[src/clock_gate_pkg.sv]
package clock_gate_pkg;

    // ------------------------------------------------------------
    // bus geometry
    // ------------------------------------------------------------
    localparam int ADDR_W = 16;
    localparam int DATA_W = 32;
    localparam int REG_W = 16;

    // ------------------------------------------------------------
    // register indices (byte address is four times the index)
    // ------------------------------------------------------------
    localparam logic [ADDR_W-1:0] CLOCK_GATE_CONFIG_IDX = 16'h1c02;
    localparam logic [ADDR_W-1:0] WAKE_CTRL_IDX = 16'h1c03;
    localparam logic [ADDR_W-1:0] WAKE_STATUS_IDX = 16'h1c04;

    // ------------------------------------------------------------
    // clock_gate_config fields
    // ------------------------------------------------------------
    localparam int GATE_BIT = 15;
    localparam int PERIPH_W = 15;
    localparam logic [PERIPH_W-1:0] PERIPH_GATE_RESET = 15'h0000;

    // ------------------------------------------------------------
    // wake_ctrl fields
    // ------------------------------------------------------------
    localparam int WAKE_DIR_BIT = 0;
    localparam int WAKE_OUT_BIT = 1;
    localparam int ALARM_EN_BIT = 2;
    localparam int PERIODIC_EN_BIT = 3;
    localparam int WAKE_CTRL_W = 4;
    localparam logic [WAKE_CTRL_W-1:0] WAKE_CTRL_RESET = 4'h0;

    // ------------------------------------------------------------
    // wake_status fields
    // ------------------------------------------------------------
    localparam int ST_IRQ_A_BIT = 0;
    localparam int ST_IRQ_B_BIT = 1;
    localparam int ST_WAKE_PIN_BIT = 2;
    localparam int ST_HW_RESET_BIT = 3;
    localparam int ST_ALARM_BIT = 4;
    localparam int ST_PERIODIC_BIT = 5;
    localparam int ST_ANY_BIT = 6;

    // ------------------------------------------------------------
    // bus answer states
    // ------------------------------------------------------------
    typedef enum logic {
        BUS_IDLE = 1'b0,
        BUS_ACK = 1'b1
    } bus_state_t;

    // ------------------------------------------------------------
    // address decode
    // ------------------------------------------------------------
    function automatic logic reg_hit(input logic [ADDR_W-1:0] addr, input logic [ADDR_W-1:0] idx);
        logic [ADDR_W-1:0] byte_addr;
        byte_addr = {idx[ADDR_W-3:0], 2'b00};
        return addr == byte_addr;
    endfunction

endpackage

[src/wake_if.sv]
`timescale 1ns/100ps
interface wake_if;
    // raw pin levels, asynchronous to clk
    logic ext_irq_a_pin_n;
    logic ext_irq_b_pin_n;
    logic wake_request_pin;
    logic hw_reset_pin_n;
    // same-domain rtc events and their enables
    logic rtc_alarm;
    logic rtc_periodic;
    logic alarm_en;
    logic periodic_en;
    // synchronised pin levels, enable-qualified rtc levels, and wake_any
    logic irq_a_level;
    logic irq_b_level;
    logic wake_level;
    logic hw_reset_level;
    logic alarm_level;
    logic periodic_level;
    logic wake_any;

    modport sense (
        input ext_irq_a_pin_n, ext_irq_b_pin_n, wake_request_pin, hw_reset_pin_n,
        input rtc_alarm, rtc_periodic, alarm_en, periodic_en,
        output irq_a_level, irq_b_level, wake_level, hw_reset_level,
        output alarm_level, periodic_level, wake_any
    );

    modport ctrl (
        output ext_irq_a_pin_n, ext_irq_b_pin_n, wake_request_pin, hw_reset_pin_n,
        output rtc_alarm, rtc_periodic, alarm_en, periodic_en,
        input irq_a_level, irq_b_level, wake_level, hw_reset_level,
        input alarm_level, periodic_level, wake_any
    );
endinterface

[src/master_clock_gate_wake.sv]
`timescale 1ns/100ps
module master_clock_gate_wake #(
    parameter int SYNC_STAGES = 2
) (
    input wire logic clk,
    input wire logic rst,
    input wire logic [clock_gate_pkg::ADDR_W-1:0] avs_address,
    input wire logic avs_read,
    input wire logic avs_write,
    input wire logic [clock_gate_pkg::DATA_W-1:0] avs_writedata,
    output logic [clock_gate_pkg::DATA_W-1:0] avs_readdata,
    output logic avs_waitrequest,
    input wire logic ext_irq_a_pin_n,
    input wire logic ext_irq_b_pin_n,
    input wire logic hw_reset_pin_n,
    input wire logic wake_request_pin_i,
    output logic wake_request_pin_o,
    output logic wake_request_pin_oe,
    input wire logic rtc_alarm,
    input wire logic rtc_periodic,
    output logic master_clock_run,
    output logic [clock_gate_pkg::PERIPH_W-1:0] periph_gate
);
    import clock_gate_pkg::*;

    // ------------------------------------------------------------
    // state
    // ------------------------------------------------------------
    bus_state_t bus_state;
    logic gate;
    logic [WAKE_CTRL_W-1:0] wake_ctrl;
    logic [DATA_W-1:0] next_readdata;
    logic request;
    logic commit_write;
    logic hit_cfg;
    logic hit_ctrl;
    logic hit_status;

    wake_if w ();

    // ------------------------------------------------------------
    // wake sensing
    // ------------------------------------------------------------
    assign w.ext_irq_a_pin_n = ext_irq_a_pin_n;
    assign w.ext_irq_b_pin_n = ext_irq_b_pin_n;
    assign w.wake_request_pin = wake_request_pin_i;
    assign w.hw_reset_pin_n = hw_reset_pin_n;
    assign w.rtc_alarm = rtc_alarm;
    assign w.rtc_periodic = rtc_periodic;
    assign w.alarm_en = wake_ctrl[ALARM_EN_BIT];
    assign w.periodic_en = wake_ctrl[PERIODIC_EN_BIT];

    wake_sense #(
        .SYNC_STAGES(SYNC_STAGES)
    ) u_sense (
        .clk(clk),
        .rst(rst),
        .w(w)
    );

    // ------------------------------------------------------------
    // avalon slave handshake
    // ------------------------------------------------------------
    assign request = avs_read | avs_write;
    assign avs_waitrequest = request & (bus_state == BUS_IDLE);
    assign commit_write = avs_write & (bus_state == BUS_ACK);
    assign hit_cfg = reg_hit(avs_address, CLOCK_GATE_CONFIG_IDX);
    assign hit_ctrl = reg_hit(avs_address, WAKE_CTRL_IDX);
    assign hit_status = reg_hit(avs_address, WAKE_STATUS_IDX);

    always_ff @(posedge clk) begin
        if (rst) begin
            bus_state <= BUS_IDLE;
        end else begin
            unique case (bus_state)
                BUS_IDLE: begin
                    if (request) begin
                        bus_state <= BUS_ACK;
                    end
                end
                BUS_ACK: begin
                    bus_state <= BUS_IDLE;
                end
            endcase
        end
    end

    // ------------------------------------------------------------
    // read mux, unmapped reads give zero
    // ------------------------------------------------------------
    always_comb begin
        next_readdata = '0;
        if (hit_cfg) begin
            next_readdata[GATE_BIT] = gate;
            next_readdata[PERIPH_W-1:0] = periph_gate;
        end else if (hit_ctrl) begin
            next_readdata[WAKE_CTRL_W-1:0] = wake_ctrl;
        end else if (hit_status) begin
            next_readdata[ST_IRQ_A_BIT] = w.irq_a_level;
            next_readdata[ST_IRQ_B_BIT] = w.irq_b_level;
            next_readdata[ST_WAKE_PIN_BIT] = w.wake_level;
            next_readdata[ST_HW_RESET_BIT] = w.hw_reset_level;
            next_readdata[ST_ALARM_BIT] = w.alarm_level;
            next_readdata[ST_PERIODIC_BIT] = w.periodic_level;
            next_readdata[ST_ANY_BIT] = w.wake_any;
        end
    end

    always_ff @(posedge clk) begin
        if (rst) begin
            avs_readdata <= '0;
        end else if (avs_read & (bus_state == BUS_IDLE)) begin
            avs_readdata <= next_readdata;
        end
    end

    // ------------------------------------------------------------
    // master clock gate bit
    // ------------------------------------------------------------
    always_ff @(posedge clk) begin
        if (rst) begin
            gate <= 1'b0;
        end else if (w.wake_any) begin
            gate <= 1'b0;
        end else if (commit_write & hit_cfg) begin
            gate <= avs_writedata[GATE_BIT];
        end
    end

    assign master_clock_run = ~gate;

    // ------------------------------------------------------------
    // peripheral gate bits
    // ------------------------------------------------------------
    always_ff @(posedge clk) begin
        if (rst) begin
            periph_gate <= PERIPH_GATE_RESET;
        end else if (commit_write & hit_cfg) begin
            periph_gate <= avs_writedata[PERIPH_W-1:0];
        end
    end

    // ------------------------------------------------------------
    // wake pin direction and rtc enables
    // ------------------------------------------------------------
    always_ff @(posedge clk) begin
        if (rst) begin
            wake_ctrl <= WAKE_CTRL_RESET;
        end else if (commit_write & hit_ctrl) begin
            wake_ctrl <= avs_writedata[WAKE_CTRL_W-1:0];
        end
    end

    assign wake_request_pin_oe = wake_ctrl[WAKE_DIR_BIT];
    assign wake_request_pin_o = wake_ctrl[WAKE_OUT_BIT];

endmodule

[src/wake_sense.sv]
`timescale 1ns/100ps
module wake_sense #(
    parameter int SYNC_STAGES = 2
) (
    input wire logic clk,
    input wire logic rst,
    wake_if.sense w
);
    import clock_gate_pkg::*;

    // ------------------------------------------------------------
    // pin synchronisers, active levels as ones
    // ------------------------------------------------------------
    logic [SYNC_STAGES-1:0] sync_a;
    logic [SYNC_STAGES-1:0] sync_b;
    logic [SYNC_STAGES-1:0] sync_w;
    logic [SYNC_STAGES-1:0] sync_r;

    always_ff @(posedge clk) begin
        if (rst) begin
            sync_a <= '0;
            sync_b <= '0;
            sync_w <= '0;
            sync_r <= '0;
        end else begin
            sync_a <= {sync_a[SYNC_STAGES-2:0], ~w.ext_irq_a_pin_n};
            sync_b <= {sync_b[SYNC_STAGES-2:0], ~w.ext_irq_b_pin_n};
            sync_w <= {sync_w[SYNC_STAGES-2:0], w.wake_request_pin};
            sync_r <= {sync_r[SYNC_STAGES-2:0], ~w.hw_reset_pin_n};
        end
    end

    // ------------------------------------------------------------
    // level qualification, no edge detection
    // ------------------------------------------------------------
    assign w.irq_a_level = sync_a[SYNC_STAGES-1];
    assign w.irq_b_level = sync_b[SYNC_STAGES-1];
    assign w.wake_level = sync_w[SYNC_STAGES-1];
    assign w.hw_reset_level = sync_r[SYNC_STAGES-1];
    assign w.alarm_level = w.rtc_alarm & w.alarm_en;
    assign w.periodic_level = w.rtc_periodic & w.periodic_en;
    // only the listed sources can wake
    assign w.wake_any = w.irq_a_level | w.irq_b_level | w.wake_level | w.hw_reset_level
        | w.alarm_level | w.periodic_level;

endmodule

[config.mk]
export PLATFORM = sky130hd
export DESIGN_NAME = master_clock_gate_wake
export DESIGN_NICKNAME = d
export VERILOG_FILES = /design/src/clock_gate_pkg.sv /design/src/wake_if.sv /design/src/master_clock_gate_wake.sv /design/src/wake_sense.sv
export SDC_FILE = /design/constraint.sdc
export NUM_CORES = 1
export LEC_CHECK = 0
export ABC_AREA = 1
export BUFFER_PORTS_ARGS = -buffer_cell sky130_fd_sc_hd__buf_4
export CORE_MARGIN = 2
export CORE_UTILIZATION = 45
export CTS_CLUSTER_SIZE = 20
export DETAILED_ROUTE_END_ITERATION = 16
export HOLD_SLACK_MARGIN = 0.02
export PLACE_DENSITY = 0.8
export SLEW_MARGIN = 40
export SYNTH_ARGS = -nofsm -noshare
export SYNTH_HDL_FRONTEND = slang
export SYNTH_SLANG_ARGS = --single-unit
[constraint.sdc]
create_clock -name clk -period 1.95 [get_ports clk]
set_input_delay 0.39 -clock clk [delete_from_list [all_inputs] [get_ports clk]]
set_output_delay 0.39 -clock clk [all_outputs]
set_load 0.05 [all_outputs]
==> impl_metrics.env <==
export IMPL_hold_path_endpoint="u_sense.sync_b[0]"
export IMPL_postCtsSetupRepairBufs=0
export IMPL_end_kind="primary output"
export IMPL_die_y_um=71.57
export IMPL_ys_types=25
export IMPL_hp_start="ext_irq_b_pin_n"
export IMPL_vias=1937
export IMPL_worstHoldPathCells=2
export IMPL_startpoint="bus_state"
export IMPL_fin_worst_skew_ps=7.449
export IMPL_antenna_cells=0
export IMPL_slew_viol_final=0
export IMPL_hp_class="in2reg"
export IMPL_r2r_end="periph_gate[0]"
export IMPL_setup_violations=0
export IMPL_placed_cell_area_um2=2592
export IMPL_finalCriticalPeriod_ps=1370
export IMPL_layout_common_cells="80 x buf_4, 48 x nor2_1, 45 x dfxtp_1"
export IMPL_port_buffer_count=76
export IMPL_worst_r2r_startpoint="bus_state"
export IMPL_stdcell_area_um2=2709
export IMPL_tns_ps=0
export IMPL_critPathKind="reg2out"
export IMPL_grt_pass1_wl_mm=7.797
export IMPL_yosys_warnings=0
export IMPL_dieArea_um2=5122
export IMPL_post_place_ws_ps=265.9
export IMPL_cts_tree="built"
export IMPL_start_util_pct=46.86
export IMPL_worstPathMaxFanout=4
export IMPL_htree_num_levels=2
export IMPL_area_growth_pct=31.85
export IMPL_cts_resized=0
export IMPL_finalWirelength_mm=4.693
export IMPL_irDropWorstVdd_v=0.0006039
export IMPL_cts_buffers_inserted=5
export IMPL_track_usage_pct=19.37
export IMPL_cp_required_ps=1560
export IMPL_fin_crit_sh_pct=70.24
export IMPL_overflow=0
export IMPL_die_w_um=71.57
export IMPL_r2r_setup_slack_ps=730
export IMPL_cts_hold_buffers_added=0
export IMPL_antenna_found_initial=0
export IMPL_p_per_area_nw_per_um2=737.1
export IMPL_syn_inst=279
export IMPL_cts_buffer_depth=2
export IMPL_insertion_delay_ps=300
export IMPL_route_detailed_drc=0
export IMPL_ant_nets=0
export IMPL_grt_setup_unrepaired="false"
export IMPL_status="finished, final reports clean"
export IMPL_grt_max_degree=30
export IMPL_root_buffer="clkbuf_8"
export IMPL_syn_area_um2=2054
export IMPL_cts_sinks=45
export IMPL_worstPathArrival_ps=980
export IMPL_wl_per_cell_um=11.56
export IMPL_core_um2=4384
export IMPL_fin_ws_ps=580.2
export IMPL_clkTransAtPathRegs_ps=80
export IMPL_start_kind="flip-flop"
export IMPL_ys_ff_latch=45
export IMPL_ios=109
export IMPL_placement_rows=24
export IMPL_max_cap_violations=0
export IMPL_ff2ff_path_depth=5
export IMPL_via_per_inst=4.771
export IMPL_syn_mean_instance_area_um2=7.364
export IMPL_p_leak_uw=0.001345
export IMPL_ys_seq_area_share_pct=43.85
export IMPL_drive_gt1_share_pct=29.94
export IMPL_hold_viol=0
export IMPL_final_common_cell="buf_4"
export IMPL_grt_pass1_vias=1882
export IMPL_fillerInstances=404
export IMPL_dp_hpwl_mm=3.464
export IMPL_fmax_ghz=0.7300
export IMPL_nets=411
export IMPL_first_pass_iters=4
export IMPL_gp_congestion=0.8010
export IMPL_first_iter_violations=145
## logic make-up after synthesis
kind of cell | synth area share [%]
AND/OR/NAND/NOR | 25.94
buffers and inverters | 15.71
other | 0.1825
AO/OA/AOI/OAI | 14.31
flip-flops | 43.85
## cell type report
type / count / area [µm²] / area share [%]
clock inverter: 1 / 30.03 / 1.109
tap: 52 / 65.06 / 2.402
clock buffer: 7 / 86.33 / 3.187
timing repair buffer: 81 / 620.6 / 22.91
multi-input combinational: 189 / 889.6 / 32.84
sequential: 45 / 900.9 / 33.26
inverter: 31 / 116.4 / 4.296
## sequential cells by signal, indices dropped and copies added, names as in the netlist
signal,flops
gate,1
u_sense.sync_b,2
u_sense.sync_r,2
wake_ctrl,4
bus_state,1
u_sense.sync_w,2
avs_readdata,16
u_sense.sync_a,2
periph_gate,15
## cells in the mapped netlist
| library cell | instances | area share (%) |
|---|---|---|
| nor3b_1 | 1 | 0.37 |
| nand2_1 | 43 | 7.9 |
| nand3_1 | 16 | 3.9 |
| a21oi_1 | 17 | 4.1 |
| buf_1 | 1 | 0.18 |
| nor2_4 | 3 | 1.6 |
| conb_1 | 1 | 0.18 |
| inv_2 | 2 | 0.37 |
| o21ai_0 | 14 | 3.4 |
| nand2_2 | 2 | 0.61 |
| nor2_1 | 49 | 9.0 |
| nor3_1 | 2 | 0.49 |
| inv_1 | 29 | 5.3 |
| dfxtp_1 | 45 | 44 |
| buf_2 | 3 | 0.73 |
| o211ai_1 | 1 | 0.37 |
| buf_6 | 4 | 2.2 |
| nand2_4 | 1 | 0.55 |
| a21oi_2 | 5 | 2.1 |
| nor2_2 | 2 | 0.61 |
| nor2_8 | 1 | 0.97 |
| clkbuf_1 | 4 | 0.73 |
| o21ai_1 | 15 | 3.7 |
| buf_4 | 17 | 6.2 |
| o211ai_2 | 1 | 0.61 |
## metrics by stage
| stage | hold slack, ps | power, µW | cells | util (%) |
|---|---|---|---|---|
| 2_1_floorplan | 388.3 | 1213 | 294 | - |
| 3_3_place_gp | 394.8 | 1298 | 398 | 59.13 |
| 3_5_place_dp | 399.6 | 1302 | 398 | 59.13 |
| 4_1_cts | 229.6 | 2011 | 406 | 61.79 |
| 5_1_grt | 229.3 | 2077 | 406 | 61.79 |
| 6_report | 236.2 | 1997 | 406 | 61.79 |
## metal layers
layer / track usage, % / part of all wire [%]
met1: 20.85 / 40
met2: 34.67 / 49
met3: 6.892 / 8.9
met4: 7.338 / 1.5
met5: 0 / 0
## worst max-delay path by stage
stage,slack [ps],depth (start not counted),to
CTS,570,9,periph_gate[5]
floorplan,490,2,avs_waitrequest
finish,580,2,avs_waitrequest
global route,430,9,periph_gate[9]
global placement,310,9,periph_gate[4]
detailed placement,270,9,periph_gate[5]
## power breakdown
part           switching, µW  leakage [µW]  internal [µW]
registers               14.1      0.000367            944
clock network            297     0.0000585            418
logic                    216      0.000920            107
## worst max-delay path: stages (launching register included)
cell     delay, ps
dfxtp_1        340
nor2_1         130
buf_4          210
(Power assumes the default switching activity.)
